<file path="config.mk">
export PLATFORM = sky130hd
export DESIGN_NAME = dph_codec
export DESIGN_NICKNAME = d
export VERILOG_FILES = /design/src/dph_pkg.sv /design/src/dph_codec.sv /design/src/dph_fifo.sv
export SDC_FILE = /design/constraint.sdc
export NUM_CORES = 1
export LEC_CHECK = 0
export ABC_AREA = 1
export BUFFER_PORTS_ARGS = -buffer_cell sky130_fd_sc_hd__buf_2
export CAP_MARGIN = 30
export CORE_MARGIN = 2
export CORE_UTILIZATION = 30
export DETAILED_ROUTE_END_ITERATION = 16
export GPL_TIMING_DRIVEN = 0
export PLACE_DENSITY = 0.44
export SYNTH_ARGS = -nofsm -noshare
export SYNTH_HDL_FRONTEND = slang
export SYNTH_SLANG_ARGS = --single-unit
export TNS_END_PERCENT = 50
</file>
<file path="constraint.sdc">
create_clock -name clock -period 3.9 [get_ports clock]
set_input_delay 0.195 -clock clock [delete_from_list [all_inputs] [get_ports clock]]
set_output_delay 0.195 -clock clock [all_outputs]
set_load 0.02 [all_outputs]
</file>
<file path="src/dph_pkg.sv">
/*
 * Shared constants, state type and the edge trigger decode for the diphase codec.
 * Assumes a single 250 MHz system clock; all times are converted to cycles here.
 */
// Notes on behaviour
// (RULE1) a one has boundary and mid-cell transitions, a zero only the boundary
// (RULE2) every bit cell on the line carries at least one transition
// (RULE3) manchester mode carries the bit in the mid-cell transition direction
// (RULE4) edge detector fires once per rise and fall, each gated by its enable
// (RULE5) transmitter doubles bit clock: one trigger per zero, two per one
// (RULE6) data bit drives the rise trigger enable directly, without extra gating
// (RULE7) each transmit trigger pulse toggles the line flip-flop driving the line
// (RULE8) ten-bit word loads in parallel, shifts out, ten-cell counter paces reload
// (RULE9) receiver enables both edges, giving a pulse for every line transition
// (RULE10) clock recovery pulse is longer than half a cell, non-retriggerable
// (RULE11) data flip-flop set by transition pulses, cleared by recovered clock
// (RULE12) recovered bits shift into a ten-bit register, word presented in parallel
// (RULE13) a trigger arriving during an active pulse is ignored
// (RULE14) clear blocks new triggers and ends running pulses at once
// (RULE15) pulse lengths are cycle counts; line input synchronised before edge detect
// (RULE16) after reset or clear all state is zero except the bit clock (high) and, after clear, fifo ready; first cell opens with boundary
//          (clear does not reset the receive line synchronisers line_s1_r, line_s2_r and line_q_r; they keep sampling rx_line)
package dph_pkg;
	localparam int CLK_PERIOD_PS = 4000;
	localparam int CELL_NS = 200;
	localparam int CELL_CYC = (CELL_NS * 1000) / CLK_PERIOD_PS;
	localparam int TXPULSE_NS = 8;
	localparam int TXPULSE_CYC = (TXPULSE_NS * 1000 + CLK_PERIOD_PS - 1) / CLK_PERIOD_PS;
	localparam int RXPULSE_NS = 8;
	localparam int RXPULSE_CYC = (RXPULSE_NS * 1000 + CLK_PERIOD_PS - 1) / CLK_PERIOD_PS;
	localparam int CLKREC_NS = 150;
	localparam int CLKREC_CYC = (CLKREC_NS * 1000 + CLK_PERIOD_PS - 1) / CLK_PERIOD_PS;
	localparam int IDLE_NS = 400;
	localparam int IDLE_CYC = (IDLE_NS * 1000) / CLK_PERIOD_PS;
	localparam int WORD_BITS = 10;
	localparam int FIFO_DEPTH = 4;
	localparam int GAP_CELLS = 3;
	localparam int NPS = 3;
	localparam int PS_TX = 0;
	localparam int PS_RXT = 1;
	localparam int PS_REC = 2;

	typedef enum logic [1:0] {
		DPH_IDLE = 2'b00,
		DPH_PRE = 2'b01,
		DPH_BITS = 2'b11,
		DPH_CLOSE = 2'b10
	} dph_tx_state_t;

	// one trigger per enabled edge of a level
	function automatic logic dph_trig(input logic prev, input logic cur,
		input logic rise_en, input logic fall_en);
		dph_trig = (rise_en && !prev && cur) || (fall_en && prev && !cur);
	endfunction : dph_trig
endpackage : dph_pkg

</file>
<file path="src/dph_codec.sv">
/*
 * Diphase / manchester serial codec: word transmitter and word receiver.
 * Assumes one system clock, an async active-low reset and a synchronous clear;
 * the received line comes from outside and is synchronised here.
 */
`timescale 1ns/10ps
module dph_codec import dph_pkg::*; #(
	parameter int CELL_C = CELL_CYC,
	parameter int TXP_C = TXPULSE_CYC,
	parameter int RXP_C = RXPULSE_CYC,
	parameter int REC_C = CLKREC_CYC,
	parameter int IDLE_C = IDLE_CYC,
	parameter int W = WORD_BITS,
	parameter int DEPTH = FIFO_DEPTH
) (
	input wire logic clock,
	input wire logic nrst,
	input wire logic clear,
	input wire logic manchester_mode,
	input wire logic [W-1:0] tx_word,
	input wire logic tx_valid,
	output logic tx_ready,
	output logic tx_line,
	input wire logic rx_line,
	output logic [W-1:0] rx_word,
	output logic rx_word_valid,
	output logic rx_clock,
	output logic rx_data_pulse
);
	localparam int HALF_C = CELL_C / 2;

	logic [W-1:0] f_data, shift_r, rx_shift_r;
	logic f_valid, f_ready, mode_r, bitclk_r, bitclk_q_r, line_r, cur_bit;
	logic active, cell_end, last_bit, rise_trigger_enable, fall_trigger_enable;
	logic line_s1_r, line_s2_r, line_q_r, data_r, primed_r, rx_bit, rx_stale;
	logic trans, rec_clk;
	logic [15:0] cell_cnt_r, idle_cnt_r;
	logic [7:0] idx_r, rx_cnt_r;
	logic ps_trig [NPS];
	logic ps_start [NPS];
	logic ps_act_r [NPS];
	logic [15:0] ps_cnt_r [NPS];
	dph_tx_state_t state_r, state_nxt;

	function automatic logic [15:0] ps_len(input int i);
		case (i)
			PS_TX: ps_len = 16'(TXP_C);
			PS_RXT: ps_len = 16'(RXP_C);
			default: ps_len = 16'(REC_C);
		endcase
	endfunction : ps_len

	////////////////////////////////////////////////////////////////////////
	// word buffer ahead of the serialiser
	dph_fifo #(.W(W), .DEPTH(DEPTH)) u_fifo (
		.clock(clock),
		.nrst(nrst),
		.clear(clear),
		.in_valid(tx_valid),
		.in_ready(tx_ready),
		.in_data(tx_word),
		.out_valid(f_valid),
		.out_ready(f_ready),
		.out_data(f_data)
	);

	////////////////////////////////////////////////////////////////////////
	// transmit sequencing
	assign active = state_r != DPH_IDLE;
	assign cell_end = active && cell_cnt_r == 16'(CELL_C - 1);
	assign last_bit = idx_r == 8'(W - 1);
	assign cur_bit = (state_r == DPH_PRE) ? 1'b1 : (state_r == DPH_BITS) ? shift_r[0] : 1'b0;
	// reload only between words, so a stalled fifo really fills
	assign f_ready = !clear && (state_r == DPH_IDLE || (cell_end && state_r == DPH_BITS && last_bit)); // RULE8

	// next state; manchester words carry a leading one as lock preamble
	always_comb begin
		state_nxt = state_r;
		case (state_r)
			DPH_IDLE: begin
				if (f_valid && f_ready)
					state_nxt = manchester_mode ? DPH_PRE : DPH_BITS;
			end
			DPH_PRE: begin
				if (cell_end)
					state_nxt = DPH_BITS;
			end
			DPH_BITS: begin
				if (cell_end && last_bit)
					state_nxt = !f_valid ? DPH_CLOSE : manchester_mode ? DPH_PRE : DPH_BITS;
			end
			DPH_CLOSE: begin
				if (cell_end && idx_r == 8'(GAP_CELLS - 1))
					state_nxt = DPH_IDLE;
			end
			default: state_nxt = DPH_IDLE;
		endcase
	end

	always_ff @(posedge clock or negedge nrst) begin
		if (!nrst)
			state_r <= DPH_IDLE;
		else if (clear)
			state_r <= DPH_IDLE; // RULE16
		else
			state_r <= state_nxt;
	end

	// cell counter, bit index and parallel-load shift register
	always_ff @(posedge clock or negedge nrst) begin
		if (!nrst) begin
			cell_cnt_r <= '0;
			idx_r <= '0;
			shift_r <= '0;
			mode_r <= 1'b0;
		end else if (clear) begin
			cell_cnt_r <= '0; // RULE16
			idx_r <= '0;
			shift_r <= '0;
			mode_r <= 1'b0;
		end else if (f_valid && f_ready) begin
			shift_r <= f_data; // RULE8
			mode_r <= manchester_mode;
			idx_r <= '0;
			cell_cnt_r <= '0;
		end else if (active) begin
			cell_cnt_r <= cell_end ? 16'h0000 : cell_cnt_r + 16'h0001;
			if (cell_end) begin
				if (state_r == DPH_BITS)
					shift_r <= {1'b0, shift_r[W-1:1]}; // RULE8
				idx_r <= (state_r == DPH_PRE || (state_r == DPH_BITS && last_bit)) ?
					8'h00 : idx_r + 8'h01;
			end
		end
	end

	// bit clock: falls at each boundary, rises mid-cell; rests high so the
	// first cell after idle always opens with a boundary edge
	always_ff @(posedge clock or negedge nrst) begin
		if (!nrst) begin
			bitclk_r <= 1'b1;
			bitclk_q_r <= 1'b1;
		end else if (clear) begin
			bitclk_r <= 1'b1; // RULE16
			bitclk_q_r <= 1'b1;
		end else begin
			bitclk_q_r <= bitclk_r;
			if (active && cell_cnt_r == 16'h0000 && !(state_r == DPH_CLOSE && idx_r != 8'h00))
				bitclk_r <= 1'b0; // RULE2
			else if (active && cell_cnt_r == 16'(HALF_C))
				bitclk_r <= 1'b1;
		end
	end

	// doubler: boundary always triggers, mid-cell only for a one
	assign rise_trigger_enable = cur_bit; // RULE6
	assign fall_trigger_enable = 1'b1;
	assign ps_trig[PS_TX] = !mode_r &&
		dph_trig(bitclk_q_r, bitclk_r, rise_trigger_enable, fall_trigger_enable); // RULE5 RULE4

	// line flip-flop: toggled per trigger in diphase, driven per half in manchester
	always_ff @(posedge clock or negedge nrst) begin
		if (!nrst)
			line_r <= 1'b0;
		else if (clear)
			line_r <= 1'b0; // RULE16
		else if (!mode_r) begin
			if (ps_start[PS_TX])
				line_r <= !line_r; // RULE7 RULE1
		end else if (active && cell_cnt_r == 16'h0000)
			line_r <= (state_r == DPH_CLOSE) ? 1'b0 : !cur_bit; // RULE3
		else if (active && cell_cnt_r == 16'(HALF_C))
			line_r <= cur_bit; // RULE3
	end
	assign tx_line = line_r;

	////////////////////////////////////////////////////////////////////////
	// pulse generators; a trigger during a pulse is dropped, clear kills it
	for (genvar g = 0; g < NPS; g++) begin : g_ps
		assign ps_start[g] = ps_trig[g] && !ps_act_r[g] && !clear; // RULE13 RULE14
		always_ff @(posedge clock or negedge nrst) begin
			if (!nrst) begin
				ps_act_r[g] <= 1'b0;
				ps_cnt_r[g] <= '0;
			end else if (clear) begin
				ps_act_r[g] <= 1'b0; // RULE14
				ps_cnt_r[g] <= '0;
			end else if (ps_start[g]) begin
				ps_act_r[g] <= 1'b1;
				ps_cnt_r[g] <= ps_len(g) - 16'h0001; // RULE15
			end else if (ps_act_r[g]) begin
				if (ps_cnt_r[g] == 16'h0000)
					ps_act_r[g] <= 1'b0;
				else
					ps_cnt_r[g] <= ps_cnt_r[g] - 16'h0001;
			end
		end
	end

	////////////////////////////////////////////////////////////////////////
	// receive front end: two-stage sync, then edge detect on both edges
	always_ff @(posedge clock or negedge nrst) begin
		if (!nrst) begin
			line_s1_r <= 1'b0;
			line_s2_r <= 1'b0;
			line_q_r <= 1'b0;
		end else begin
			line_s1_r <= rx_line; // RULE15
			line_s2_r <= line_s1_r;
			line_q_r <= line_s2_r;
		end
	end

	assign ps_trig[PS_RXT] = dph_trig(line_q_r, line_s2_r, 1'b1, 1'b1); // RULE9 RULE4
	assign trans = ps_start[PS_RXT];
	// recovery pulse spans 3/4 cell, so mid-cell edges fall inside it
	assign ps_trig[PS_REC] = trans; // RULE10
	assign rec_clk = ps_start[PS_REC];

	// data flip-flop: any transition sets, recovered clock clears (clock wins)
	always_ff @(posedge clock or negedge nrst) begin
		if (!nrst)
			data_r <= 1'b0;
		else if (clear || rec_clk)
			data_r <= 1'b0; // RULE11
		else if (trans)
			data_r <= 1'b1; // RULE11
	end
	assign rx_data_pulse = data_r;
	assign rx_clock = ps_act_r[PS_REC];

	// manchester locks on mid-cell edges: the new level is the bit
	assign rx_bit = manchester_mode ? line_s2_r : data_r; // RULE3

	// silence for two cells ends a frame
	always_ff @(posedge clock or negedge nrst) begin
		if (!nrst)
			idle_cnt_r <= '0;
		else if (clear || trans)
			idle_cnt_r <= '0;
		else if (idle_cnt_r != 16'(IDLE_C))
			idle_cnt_r <= idle_cnt_r + 16'h0001;
	end
	assign rx_stale = idle_cnt_r == 16'(IDLE_C);

	// first clock of a frame only primes; later ones shift the previous cell in diphase, the current level in manchester
	always_ff @(posedge clock or negedge nrst) begin
		if (!nrst) begin
			primed_r <= 1'b0;
			rx_cnt_r <= '0;
			rx_shift_r <= '0;
			rx_word <= '0;
			rx_word_valid <= 1'b0;
		end else if (clear) begin
			primed_r <= 1'b0; // RULE16
			rx_cnt_r <= '0;
			rx_shift_r <= '0;
			rx_word <= '0;
			rx_word_valid <= 1'b0;
		end else begin
			rx_word_valid <= 1'b0;
			if (rec_clk) begin
				if (!primed_r)
					primed_r <= 1'b1;
				else begin
					rx_shift_r <= {rx_bit, rx_shift_r[W-1:1]}; // RULE12
					if (rx_cnt_r == 8'(W - 1)) begin
						rx_word <= {rx_bit, rx_shift_r[W-1:1]}; // RULE12
						rx_word_valid <= 1'b1;
						rx_cnt_r <= '0;
						primed_r <= !manchester_mode;
					end else
						rx_cnt_r <= rx_cnt_r + 8'h01;
				end
			end else if (rx_stale) begin
				primed_r <= 1'b0;
				rx_cnt_r <= '0;
			end
		end
	end

	////////////////////////////////////////////////////////////////////////
	// checks
	logic [1:0] trig_cnt_r;
	logic line_prev_r;
	logic [15:0] quiet_cnt_r, rec_gap_r;

	// helpers: triggers per cell, cycles without a line edge, gap between clocks;
	// the quiet count watches the pin itself so a lost toggle cannot hide
	always_ff @(posedge clock or negedge nrst) begin
		if (!nrst) begin
			trig_cnt_r <= '0;
			line_prev_r <= 1'b0;
			quiet_cnt_r <= '0;
			rec_gap_r <= 16'hffff;
		end else begin
			line_prev_r <= tx_line;
			if (cell_cnt_r == 16'h0000)
				trig_cnt_r <= '0;
			else if (ps_start[PS_TX])
				trig_cnt_r <= trig_cnt_r + 2'h1;
			if (tx_line != line_prev_r || !(state_r inside {DPH_PRE, DPH_BITS}))
				quiet_cnt_r <= '0;
			else if (quiet_cnt_r != 16'hffff)
				quiet_cnt_r <= quiet_cnt_r + 16'h0001;
			// a clear ends the pulse, so the next clock may legally come early
			if (rec_clk)
				rec_gap_r <= '0;
			else if (clear)
				rec_gap_r <= 16'hffff;
			else if (rec_gap_r != 16'hffff)
				rec_gap_r <= rec_gap_r + 16'h0001;
		end
	end
endmodule : dph_codec

</file>
<file path="src/dph_fifo.sv">
/*
 * Small word FIFO with valid/ready on both sides, flip-flop storage.
 * Assumes the same clock and reset as its user; clear empties it.
 */
`timescale 1ns/10ps
module dph_fifo #(
	parameter int W = 10,
	parameter int DEPTH = 4
) (
	input wire logic clock,
	input wire logic nrst,
	input wire logic clear,
	input wire logic in_valid,
	output logic in_ready,
	input wire logic [W-1:0] in_data,
	output logic out_valid,
	input wire logic out_ready,
	output logic [W-1:0] out_data
);
	localparam int AW = (DEPTH > 1) ? $clog2(DEPTH) : 1;
	logic [W-1:0] mem_r [DEPTH];
	logic [AW-1:0] wr_r, rd_r;
	logic [AW:0] count_r, count_nxt;
	logic push, pop;

	// ready is registered so the source sees back-pressure straight from a flop
	assign push = in_valid && in_ready;
	assign pop = out_valid && out_ready;
	assign out_valid = count_r != '0;
	assign out_data = mem_r[rd_r];
	assign count_nxt = count_r + (AW + 1)'(push) - (AW + 1)'(pop);

	////////////////////////////////////////////////////////////////////////
	// pointers and fill level
	always_ff @(posedge clock or negedge nrst) begin
		if (!nrst) begin
			wr_r <= '0;
			rd_r <= '0;
			count_r <= '0;
			in_ready <= 1'b0;
		end else if (clear) begin
			wr_r <= '0;
			rd_r <= '0;
			count_r <= '0;
			in_ready <= 1'b1;
		end else begin
			if (push)
				wr_r <= (wr_r == AW'(DEPTH - 1)) ? '0 : wr_r + 1'b1;
			if (pop)
				rd_r <= (rd_r == AW'(DEPTH - 1)) ? '0 : rd_r + 1'b1;
			count_r <= count_nxt;
			in_ready <= count_nxt != (AW + 1)'(DEPTH);
		end
	end

	// storage, no reset needed on data
	always_ff @(posedge clock) begin
		if (push)
			mem_r[wr_r] <= in_data;
	end
endmodule : dph_fifo

</file>
### Word-level counts from Yosys, hierarchy flattened

Memory sizes are Yosys's and may differ from the RTL's.
Index checks and enable logic that the tools add are counted.

* add/sub/neg operators: 11
* equal/unequal tests: 22
* multiplexer cells: 96
* reductions and logical operators: 78

Operators by type and width (count)
* $mux W16: 18
* $mux W10: 12
* $mux W8: 10
* $logic_not A16 Y1: 4
* $sub A16 B1 Y16 const B: 3
* $mux W1: 41
* $add A16 B1 Y16 const B: 2
* $reduce_bool A3 Y1: 10
* $mux W2: 13
* $logic_and A1 B1 Y1: 25
* $ne A3 B3 Y1 const B: 7
* $add A8 B1 Y8 const B: 2
* $eq A16 B5 Y1 const B: 1
* $eq A16 B6 Y1 const B: 1
* $eq A16 B7 Y1 const B: 1
* $eq A8 B4 Y1 const B: 2
* $ne A16 B7 Y1 const B: 1
* $reduce_bool A2 Y1: 8
* $reduce_and A2 Y1: 7
* $logic_not A1 Y1: 13
* $eq A2 B2 Y1 const B: 4
* $eq A8 B2 Y1 const B: 1
* $pmux W2 S4: 1
* $reduce_bool A8 Y1: 1
* 11 further kinds: 19

* register bits after elaboration: 149
* bits in writable memories: 40
* input bits: 16
* output and inout port bits: 15
* logic and storage cells: 236
* memories kept: 1

Memory list
* u_fifo.mem_r: words 4, bits a word 10, read ports 1, clocked after Yosys merged registers in 0, write ports 1, RTL line dph_fifo.sv:21 `logic [W-1:0] mem_r [DEPTH];`

### Depth between registers and ports, before layout

* depth in word-level cells: 12
* depth in mapped cells: 17
* mapped depth without buffers: 16

### Cells and area by module

A second synthesis with hierarchy kept.

* cells, all modules: 1226
* area total of the unflattened synthesis: 9864.5 um^2

Modules (own cells, without submodules)
* dph_codec: instances 1, cells each 1057, area an instance 7861.3 um^2, seq. area each 3505.9 um^2
* dph_fifo: instances 1, cells each 169, area an instance 2003.2 um^2, seq. area each 1401.3 um^2

### Least setup slack after synthesis

Ideal clock, no wire load.

* path kind: flip-flop to flip-flop
* from: register idx_r[1]
* to: register u_fifo.in_ready
* setup time: 128 ps
* data arrival time: 2655 ps
* data required time: 3772 ps
* slack: 1117 ps
* stages on the path, launching flop included: 18
* buffers on the path: 1
* clock period less this slack: 2783 ps
* cell sequence: dfrtp_1 inv_1 ha_1 nand3_1 nor2_1 nand2_1 o21ai_4 nand2_4 buf_6 inv_2 ha_1 inv_1 ha_1 inv_1 fa_1 xor2_1 nor2_1 nand3_1

* cells in the longest elaborated chain, start to end: 8

RTL lines
* start, declared: RTL line dph_codec.sv:38 `logic [7:0] idx_r, rx_cnt_r;`
* start signal, assigned: RTL line dph_codec.sv:131 `idx_r <= (state_r == DPH_PRE || (state_r == DPH_BITS && last_bit)) ?`
* $eq A8 B4 Y1: RTL line dph_codec.sv:71 `assign last_bit = idx_r == 8'(W - 1);`
* $logic_and A1 B1 Y1: RTL line dph_codec.sv:74 `assign f_ready = !clear && (state_r == DPH_IDLE || (cell_end && state_r == DPH_BITS && last_bit));`
* $logic_or A1 B1 Y1: RTL line dph_codec.sv:74
* $logic_and A1 B1 Y1: RTL line dph_codec.sv:74
* $logic_and A1 B1 Y1: RTL line dph_fifo.sv:28 `assign pop = out_valid && out_ready;`
* $sub A3 B1 Y3: RTL line dph_fifo.sv:31 `assign count_nxt = count_r + (AW + 1)'(push) - (AW + 1)'(pop);`
* $ne A3 B3 Y1: RTL line dph_fifo.sv:52 `in_ready <= count_nxt != (AW + 1)'(DEPTH);`
* $mux W1: RTL line dph_fifo.sv:41 `end else if (clear) begin`
* end signal, assigned: RTL line dph_fifo.sv:52
* end, declared: RTL line dph_fifo.sv:14 `output logic in_ready,`

No other way between the ends.
A chain may end at the register's enable or synchronous reset.

### Worst setup path after layout

Ends and elaborated chain as after synthesis.

==> summary.md <==
| Metric | Value |
|---|---|
| Final nets | `1341` |
| Max-cap violations | `0` |
| CP Max Fanout | `10` |
| CTS tree | `yes` |
| Clock buffers created by TritonCTS | `17` |
| Critical path endpoint category | `flop` |
| Yosys cell types | `43` |
| Post-DR wirelength/cell | `14.0 microns` |
| Maximum clock rate | `316 MHz` |
| Fin. max-slew vios | `0` |
| Antenna violations before repair | `0` |
| Fin crit period | `3160 ps` |
| Crit path kind | `reg2reg` |
| I/O pins | `31` |
| DRC | `0` |
| CTS Buffer Depth | `2` |
| Crit-path cells | `inv_1 -> ha_1 -> nand3_1 -> nor2_1 -> nand2_1 -> o21ai_4 -> nand2_4 -> buf_6 -> inv_2 -> ha_1 -> inv_1 -> ha_1 -> inv_1 -> fa_1 -> xor2_1 -> nor2_1 -> nand3_1` |
| Total die area | `0.0344 sq mm` |
| Worst Path Buf+Inv | `5` |
| GP Congestion | `0.783` |
| Tcrit/Tclk final | `81.1%` |
| P_leak | `5.34 nW` |
| Input/output buffers | `29` |
| Cells after Synth | `1238` |
| Maximum VDD drop | `0.320 mV` |
| Post-Layout Cell Count | `1758` |
| GRT Overall Usage | `15.5%` |
| Final setup margin | `738 ps` |
| Die width | `186 microns` |
| Multi-input gate area | `0.00424 sq mm` |
| Vias | `8106` |
| First-pass GRT wire length | `41800 microns` |
| Pin count of the biggest net entering global routing | `80` |
| Remaining antenna violation count | `0` |
| Mapped Nets | `1276` |
| Reg2Reg Setup Slack | `740 ps` |
| Largest area contributor in the netlist | `dfrtp_1` |
| Synth cell count leaders | `302 x nand2_1, 151 x inv_1, 146 x dfrtp_1, 146 x nor2_1, 110 x nand3_1` |
| Switching power | `2.73 mW` |
| Post-DP HPWL | `17300 microns` |
| CORE AREA | `0.0325 sq mm` |
| Clock Latency Late Sink | `450 ps` |
| Area Overhead vs Synth | `14.8%` |
| # fillers | `3459` |
| Share of the synthesized area in the top cell type | `36.9%` |
| Post-synthesis sequential area ratio | `49.6%` |
| Final-report hold violation count | `0` |
| Placed cells | `1714` |
| Initial core utilization | `30.4%` |
| Internal power | `3.97 mW` |
| Crit path DAT | `3500 ps` |
| Number of synthesized flops with an enable pin | `40` |
| Total negative slack | `0 ps` |
| Vias per Instance | `4.61` |
| # hold bufs at CTS | `12` |
| Die Y | `186 microns` |
| HP Start | `manchester_mode` |
| Mean Syn Cell Area | `7.99 sq um` |
| Critical-path top delay cell | `dfrtp_1` |
| Ys async rst share | `78.7%` |
| Max stage delay on crit path | `440 ps` |
| Clk root buf | `clkbuf_16` |
| Setup crit start kind | `flop` |
| Pwr per Cell Area | `590 mW/mm^2` |
| Pre-CTS WS | `758 ps` |
| Clock Power Share | `26.0%` |
| Worst-Margin Slew | `760 ps` |
| Worst Hold Class | `in2reg` |
| Top FF cell, synth | `dfrtp_1` |
| Post-CTS setup buffer count | `0` |
| Post-Synthesis Cell Area | `0.00989 sq mm` |
| Status | `finished, final reports clean` |
| DR pass1 iterations | `5` |
| Vias in the first global route | `8047` |
| Comb power frac | `36.9%` |
| Count leader, synth | `nand2_1` |
| Worst Path Required | `4230 ps` |
| Site Rows | `66` |
| Worst-path clk slew | `80 ps` |
| Yosys reg bits | `188` |
| Antenna Cells | `0` |
| Reg power frac | `37.1%` |
| Resize count post-CTS | `0` |
| Unrepaired setup endpoints after global routing | `no` |
| Total wire length | `24700 microns` |
| Setup violators final | `0` |
| Share of layout cells above drive strength 1 | `8.51%` |
| Synthesis Warnings | `0` |
| H-tree depth | `4` |
| CP top delay family | `adder cells` |
| Clock skew | `15.8 ps` |
| Initial DRC count | `441` |
| Max-slew headroom | `49.3%` |
| Clk sinks | `188` |
| Final Core Density | `34.9%` |
| Reg2reg start | `idx_r[1]$_DFFE_PN0P_` |
| Seq. cell area | `0.00491 sq mm` |
| Crit path launch | `idx_r[1]$_DFFE_PN0P_` |
| Synth top area cells | `dfrtp_1 37%, edfxtp_1 12%, nand2_1 11%, inv_1 5.7%, nand3_1 5.6%` |
| Grt total ovfl | `0` |
| Sw frac | `40.7%` |
-- final timing paths --
kind / to / cells past startpoint
worst max-delay path: u_fifo.in_ready$_DFF_PN0_ / 17
worst min-delay path: mode_r$_DFFE_PN0P_ / 3
worst max register to register: u_fifo.in_ready$_DFF_PN0_ / 17
worst min register to register: line_s2_r$_DFF_PN0_ / 0
max in group asynchronous: ps_cnt_r[42]$_DFFE_PN0P_ / 3
min in group asynchronous: idle_cnt_r[10]$_DFFE_PN0P_ / 2
-- layout by cell type (no fill, tap or decap), drive strengths merged, types with 4 or more instances in the layout --
| master | n |
|---|---|
| nand2 | 308 |
| inv | 165 |
| nor2 | 153 |
| dfrtp | 146 |
| nand3 | 110 |
| o21ai | 69 |
| buf | 54 |
| a21oi | 45 |
| nand4 | 42 |
| edfxtp | 40 |
| clkbuf | 32 |
| nor3 | 29 |
| xor2 | 26 |
| ha | 21 |
| dlygate4sd3 | 12 |
| or2 | 11 |
| a32oi | 9 |
| o22ai | 5 |
| nor4 | 4 |
| nor3b | 4 |
| xnor2 | 4 |
| clkinv | 4 |
-- metrics by stage --
stage | hold slack (ps) | instance area [sq um] | power, mW
global placement | 307 | 10600 | 5.00
finish | 151 | 11400 | 6.70
detailed placement | 205 | 10700 | 5.01
floorplan | -101 | 9890 | 4.33
global route | 166 | 11400 | 7.29
CTS | 154 | 11400 | 6.80
-- tightest hold or removal path, stage by stage --
cell and delay [ps]:
buf_2 150, inv_1 110, o22ai_1 90
-- registers in the layout, indices dropped and copies added, names as in the netlist, 2 cells and up --
name            flops
ps_act_r            2
shift_r            10
idle_cnt_r         16
u_fifo.count_r      3
rx_shift_r          9
rx_cnt_r            8
u_fifo.mem_r       40
rx_word            10
ps_cnt_r           48
u_fifo.rd_r         2
idx_r               8
u_fifo.wr_r         2
cell_cnt_r         16
state_r             2
-- cell type report --
class | instances | area share (%)
timing repair buffer | 46 | 2.96
buffer | 34 | 1.40
inverter | 155 | 5.12
tap | 442 | 4.87
sequential | 188 | 43.2
clock buffer | 18 | 3.78
multi-input combinational | 861 | 37.4
clock inverter | 14 | 1.28
-- cell families after synthesis --
group | synth area share, %
AOI/OAI and AO/OA | 8.23
DFF | 49.6
and+or+nand+nor | 29.2
adders and majority gates | 2.86
buffers and inverters | 7.49
xor gates and xnor gates | 2.66
-- power groups by stage --
| stage | registers, mW | logic (mW) | clock network [mW] |
|---|---|---|---|
| final | 2.48 | 2.47 | 1.74 |
| after global routing | 2.52 | 2.88 | 1.89 |
| after CTS | 2.48 | 2.51 | 1.81 |
| after detailed placement | 2.52 | 2.49 | 0 |
| after global placement | 2.53 | 2.48 | 0 |
| after floorplan | 2.49 | 1.83 | 0 |
-- per-layer routing --
layer / track usage (%) / up-vias / wire, microns
li1: - / 4183 / -
met1: 21.5 / 3820 / 12600
met2: 25.0 / 85 / 11200
met3: 2.52 / 18 / 559
met4: 4.47 / 0 / 306
met5: 0 / - / 0
Note: power is estimated with default switching activity, not from simulation.
